File: src/design/scs_pkg.sv
// Package for the slow clock select block: register map, field layout, reset values.
// Assumes a 32-bit register port and one 125 MHz system clock.
package scs_pkg;
  localparam logic [31:0] SCS_CTRL_ADDR   = 32'h0ffffd50;
  localparam int          SCS_RC_EN_BIT   = 0;
  localparam int          SCS_XT_EN_BIT   = 1;
  localparam int          SCS_SEL_BIT     = 3;
  localparam int          SCS_BYP_BIT     = 2;
  localparam int          SCS_ACT_BIT     = 4;
  localparam logic        SCS_RC_EN_RST   = 1'h1;
  localparam logic        SCS_XT_EN_RST   = 1'h0;
  localparam logic        SCS_SEL_RST     = 1'h0;
  localparam logic        SCS_BYP_RST     = 1'h0;
  localparam int          SCS_SYNC_STAGES = 2;
  localparam logic [2:0]  SCS_SETTLE_CYC  = 3'h4;
  typedef enum logic [1:0] {SCS_ON_RC, SCS_TO_XT, SCS_ON_XT, SCS_TO_RC} scs_state_t;
endpackage

File: src/design/scs_sel_if.sv
// Interface carrying the requested source from the control logic to the clock mux.
// Assumes both ends share clk.
`timescale 1ns/1ps
`default_nettype none
interface scs_sel_if;
  logic req_sel;
  logic req_byp;
  logic act_sel;
  modport ctrl (output req_sel, output req_byp, input act_sel);
  modport mux  (input req_sel, input req_byp, output act_sel);
endinterface
`default_nettype wire

File: src/design/scs_mux.sv
// Glitch-free source switch: the selection is resynchronised before the mux moves.
// Assumes the oscillator outputs are sampled as levels on clk.
`timescale 1ns/1ps
`default_nettype none
module scs_mux
  import scs_pkg::*;
(
  input  wire logic clk,
  input  wire logic srst,
  input  wire logic rc_clk_in,
  input  wire logic xt_clk_in,
  input  wire logic slow_xtal_input,
  scs_sel_if.mux    sel,
  output logic      slow_clk
);
  logic [SCS_SYNC_STAGES-1:0] sync_r;
  logic [SCS_SYNC_STAGES-1:0] sync_nxt;
  logic       act_r;
  logic       act_nxt;
  logic       out_r;
  logic       out_nxt;
  logic       xsrc;

  assign xsrc = sel.req_byp ? slow_xtal_input : xt_clk_in;

  always_comb
  begin
    sync_nxt = {sync_r[SCS_SYNC_STAGES-2:0], sel.req_sel};
    act_nxt  = act_r;
    // switch only while both sources low
    if (sync_r[SCS_SYNC_STAGES-1] != act_r && !rc_clk_in && !xsrc)
      act_nxt = sync_r[SCS_SYNC_STAGES-1];
    out_nxt = act_nxt ? xsrc : rc_clk_in;
    if (srst)
    begin
      sync_nxt = '0;
      act_nxt  = SCS_SEL_RST;
      out_nxt  = 1'h0;
    end
  end

  always_ff @(posedge clk)
  begin
    sync_r <= sync_nxt;
    act_r  <= act_nxt;
    out_r  <= out_nxt;
  end

  assign slow_clk    = out_r;
  assign sel.act_sel = act_r;
endmodule
`default_nettype wire

File: src/design/scs_top.sv
// Function
// - Slow clock comes from crystal or RC oscillator per select bit.
// - Bypass bit passes external clock on crystal pin instead of crystal.
// - Each oscillator runs while its enable bit is one.
// - All four bits live in one control register at the documented address.
// - Reset gives RC enabled, crystal off, select RC.
// Top of the slow clock select block with its control register and status.
// Assumes srst is the backup-supply power-on reset and oscillators are outside.
`timescale 1ns/1ps
`default_nettype none
module scs_top
  import scs_pkg::*;
(
  input  wire logic        clk,
  input  wire logic        srst,
  input  wire logic [31:0] addr,
  input  wire logic [31:0] wdata,
  input  wire logic        wr,
  input  wire logic        rd,
  output logic [31:0]      rdata,
  input  wire logic        rc_clk_in,
  input  wire logic        xt_clk_in,
  input  wire logic        slow_xtal_input,
  output logic             rc_osc_enable,
  output logic             slow_xtal_enable,
  output logic             slow_clk,
  output logic             switch_busy
);
  logic        rc_en_r;
  logic        rc_en_nxt;
  logic        xt_en_r;
  logic        xt_en_nxt;
  logic        sel_r;
  logic        sel_nxt;
  logic        byp_r;
  logic        byp_nxt;
  logic [31:0] rdata_r;
  logic [31:0] rdata_nxt;
  scs_state_t  st_r;
  scs_state_t  st_nxt;
  logic        hit;

  scs_sel_if sif ();

  assign hit = addr == SCS_CTRL_ADDR;

  always_comb
  begin
    rc_en_nxt = rc_en_r;
    xt_en_nxt = xt_en_r;
    sel_nxt   = sel_r;
    byp_nxt   = byp_r;
    rdata_nxt = 32'h0;
    if (wr && hit)
    begin
      rc_en_nxt = wdata[SCS_RC_EN_BIT];
      xt_en_nxt = wdata[SCS_XT_EN_BIT];
      sel_nxt   = wdata[SCS_SEL_BIT];
      byp_nxt   = wdata[SCS_BYP_BIT];
    end
    if (rd && hit)
    begin
      rdata_nxt[SCS_RC_EN_BIT] = rc_en_r;
      rdata_nxt[SCS_XT_EN_BIT] = xt_en_r;
      rdata_nxt[SCS_SEL_BIT]   = sel_r;
      rdata_nxt[SCS_BYP_BIT]   = byp_r;
      rdata_nxt[SCS_ACT_BIT]   = sif.act_sel;
    end
    if (srst)
    begin
      rc_en_nxt = SCS_RC_EN_RST;
      xt_en_nxt = SCS_XT_EN_RST;
      sel_nxt   = SCS_SEL_RST;
      byp_nxt   = SCS_BYP_RST;
    end
  end

  always_ff @(posedge clk)
  begin
    rc_en_r <= rc_en_nxt;
    xt_en_r <= xt_en_nxt;
    sel_r   <= sel_nxt;
    byp_r   <= byp_nxt;
    rdata_r <= rdata_nxt;
  end

  // The mux sequences the switch, so the state only reports progress.
  always_comb
  begin
    st_nxt = st_r;
    unique case (st_r)
      SCS_ON_RC: if (sel_r) st_nxt = SCS_TO_XT;
      // A select that flips back before the mux follows must not strand the busy flag.
      SCS_TO_XT:
        if (!sel_r)
          st_nxt = SCS_TO_RC;
        else if (sif.act_sel)
          st_nxt = SCS_ON_XT;
      SCS_ON_XT: if (!sel_r) st_nxt = SCS_TO_RC;
      SCS_TO_RC:
        if (sel_r)
          st_nxt = SCS_TO_XT;
        else if (!sif.act_sel)
          st_nxt = SCS_ON_RC;
    endcase
    if (srst)
      st_nxt = SCS_ON_RC;
  end

  always_ff @(posedge clk)
  begin
    st_r <= st_nxt;
  end

  assign sif.req_sel = sel_r;
  assign sif.req_byp = byp_r;

  scs_mux u_mux (
    .clk             (clk),
    .srst            (srst),
    .rc_clk_in       (rc_clk_in),
    .xt_clk_in       (xt_clk_in),
    .slow_xtal_input (slow_xtal_input),
    .sel             (sif.mux),
    .slow_clk        (slow_clk)
  );

  assign rc_osc_enable    = rc_en_r;
  assign slow_xtal_enable = xt_en_r;
  assign switch_busy      = st_r == SCS_TO_XT || st_r == SCS_TO_RC;
  assign rdata            = rdata_r;
endmodule
`default_nettype wire

File: config.mk
export PLATFORM = sky130hd
export DESIGN_NAME = scs_top
export DESIGN_NICKNAME = d
export VERILOG_FILES = /design/src/design/scs_pkg.sv /design/src/design/scs_sel_if.sv /design/src/design/scs_mux.sv /design/src/design/scs_top.sv
export SDC_FILE = /design/constraint.sdc
export NUM_CORES = 1
export LEC_CHECK = 0
export ABC_CLOCK_PERIOD_IN_PS = 3000
export BUFFER_PORTS_ARGS = -buffer_cell sky130_fd_sc_hd__buf_4
export CAP_MARGIN = 20
export CORE_MARGIN = 3
export CORE_UTILIZATION = 36
export CTS_CLUSTER_SIZE = 25
export DETAILED_ROUTE_END_ITERATION = 12
export PLACE_DENSITY = 0.85
export RECOVER_POWER = 50
export SLEW_MARGIN = 20
export SYNTH_ARGS = -nofsm -noshare
export SYNTH_HDL_FRONTEND = slang
export SYNTH_SLANG_ARGS = --single-unit
File: constraint.sdc
create_clock -name clk -period 3 [get_ports clk]
set_input_delay 0.45 -clock clk [delete_from_list [all_inputs] [get_ports clk]]
set_output_delay 0.45 -clock clk [all_outputs]
set_load 0.02 [all_outputs]
==> reports/qor.yml <==
end_kind: "register"
utilization_pct: 53.21
period_needed_ns: 1.872
async_flop_share_pct: 0
post-route-period-util_pct: 62.41
antenna_cells: 0
vias: 825
portBuffers: 51
dp.cells: 179
critPathLaunchType: "input pin"
rsz0062_at_grt: "no"
ant_nets: 0
cts_sinks: 15
seq_area_frac_synth_pct: 31.87
relSlewSlack_pct: 62.29
design_area_mm2: 0.001245
tightest_slew_ns: 0.5657
yosys_warnings: 0
netlist_instances: 102
cp_data_required_time_ns: 3.17
synth_seq_cells: 15
grt_pass1_vias: 795
met3_usage_pct: 3.167
outcome: "completed"
top_usage_layer: "met2"
avgViaCountPerCell: 4.508
slew_viol_final: 0
grt_pass1_wl_um: 3153
irDropWorstVdd_uv: 166.6
fp-row-count: 17
use_met2_pct: 23.16
grt.total_usage_pct: 12.22
ys_types: 26
design.die.area_mm2: 0.003267
coreArea_mm2: 0.002340
io_pins: 107
die_height_um: 57.16
final_cells: 183
holdWs_ns: 0.3653
post_cts_buffers: 0
yosys_most_used_dff: "dfxtp_1"
pre_cts_ws_ns: 0.8289
initialDrtViolationCount: 11
numCtsBuffers: 3
p_per_area_mw_per_mm2: 356.6
root_buffer: "clkbuf_4"
maxCapViolCount: 0
antenna_found_initial: 0
max_freq_mhz: 534.1
htree_levels: 1
cts_resized: 0
finClkSkew_ns: 0.01028
synth.most_common_cell: "buf_4"
finalHoldViolations: 0
dpl_cell_area_mm2: 0.001251
path_clk_slew_ns: 0.09
finalSetupViolCount: 0
hold_buffers: 0
cp.arrival_ns: 2.04
synth_top_cell_by_area: "dfxtp_1"
synth-edff-count: 0
clk_latency_ns: 0.28
fillers: 228
hold_path_depth: 2
drive_gt1_share_pct: 34.19
grt_overflow: 0
first_pass_iters: 4
syn_to_final_growth_pct: 32.14
wire_per_inst_um: 11.43
finalPower_mw: 0.4439
die_w_um: 57.16
synth_common_cells: "buf_4 (27), dfxtp_1 (15), inv_1 (9), nor2_1 (9)"
reg2reg_depth: 6
place.gp.congestion: 0.7326
drc: 0
synth_area_leaders: "dfxtp_1 (32%), buf_4 (22%), ha_1 (6.6%), nor4_4 (4.5%), inv_1 (3.6%)"
syn-cell-area_um2: 942.2
hold_path_class: "input pin to register"
tns_ns: 0
fin_nets: 232
gr-usage-met1_pct: 12.02
wirelength_um: 2091
synth.avg_cell_area_um2: 9.237
grt_max_degree: 13
yosys.area.top_type_share_pct: 31.87
p_leak_nw: 0.6037
cts_tree: "built"
cts_max_path_buffers: 2
crit_type: "input pin to register"
crit_fanout: 5
initial_core_util_pct: 40.27
layout_setup_ws_ns: 1.128
==> metal layers <==
metal	wire length, um	part of all wire (%)	up-vias
met5	0	0	-
met4	29	1.4	0
met3	261	12	4
li1	-	-	401
met2	1102	53	57
met1	698	33	363
==> final cells by class <==
cell class | count | area (um^2) | area share (%)
Clock buffer | 3 | 22.52 | 1.809
Sequential cell | 15 | 300.3 | 24.12
Tap cell | 28 | 35.03 | 2.814
Timing Repair Buffer | 51 | 349.1 | 28.04
Multi-Input combinational cell | 76 | 499.2 | 40.10
Inverter | 9 | 33.78 | 2.714
Clock inverter | 1 | 5.005 | 0.4020
==> cells by family (layout without fill, tap and decap cells) <==
| kind of cell | count (synthesis) | count (layout) | synth area share, % |
|---|---|---|---|
| buf+inv | 37 | 64 | 25.50 |
| simple gates | 30 | 30 | 23.24 |
| flops | 15 | 15 | 31.87 |
| compound gates | 10 | 10 | 7.436 |
| fa+ha+maj | 5 | 5 | 6.640 |
| mux | 4 | 4 | 4.913 |
| other cells | 1 | 27 | 0.3980 |
==> worst max-delay path: stages <==
cell and delay [ns]:
buf_4 0.11, or4b_4 0.54, nor4_4 0.37, and3_4 0.28, mux2_4 0.29
==> report_power, final <==
group	internal, mW	total [mW]	switching [mW]
Combinational	0.0574	0.126	0.0686
Sequential	0.204	0.207	0.00336
Clock	0.0495	0.111	0.0615
==> state kept, by name (all words and copies together) (netlist names) <==
name,count
byp_r,1
rc_osc_enable,1
rdata,5
sel_r,1
slow_xtal_enable,1
st_r,2
u_mux.sel.act_sel,1
u_mux.slow_clk,1
u_mux.sync_r,2
==> placed cells by master (no fill, tap or decap), types with 2 or more instances in the layout <==
master / count
a211oi_1: 3
a31oi_1: 3
buf_4: 42
clkbuf_1: 9
clkbuf_4: 3
conb_1: 27
dfxtp_1: 15
ha_1: 5
inv_1: 9
mux2i_1: 2
nand4_1: 5
nand4b_1: 2
nor2_1: 9
nor2b_1: 4
nor4_4: 2
o31ai_1: 2
or4b_1: 2
==> worst paths after layout <==
path                               from                    endpoint  slack (ns)
max                            addr[29]          sel_r$_SDFFE_PP0P_        1.13
min                            wdata[0]  rc_osc_enable$_SDFFE_PP1P_        0.37
max reg2reg        st_r[0]$_SDFFE_PP0P_        st_r[0]$_SDFFE_PP0P_        1.55
min reg2reg  u_mux.sync_r[0]$_SDFF_PP0_  u_mux.sync_r[1]$_SDFF_PP0_        0.44
Note: power is estimated with default switching activity, not from simulation.
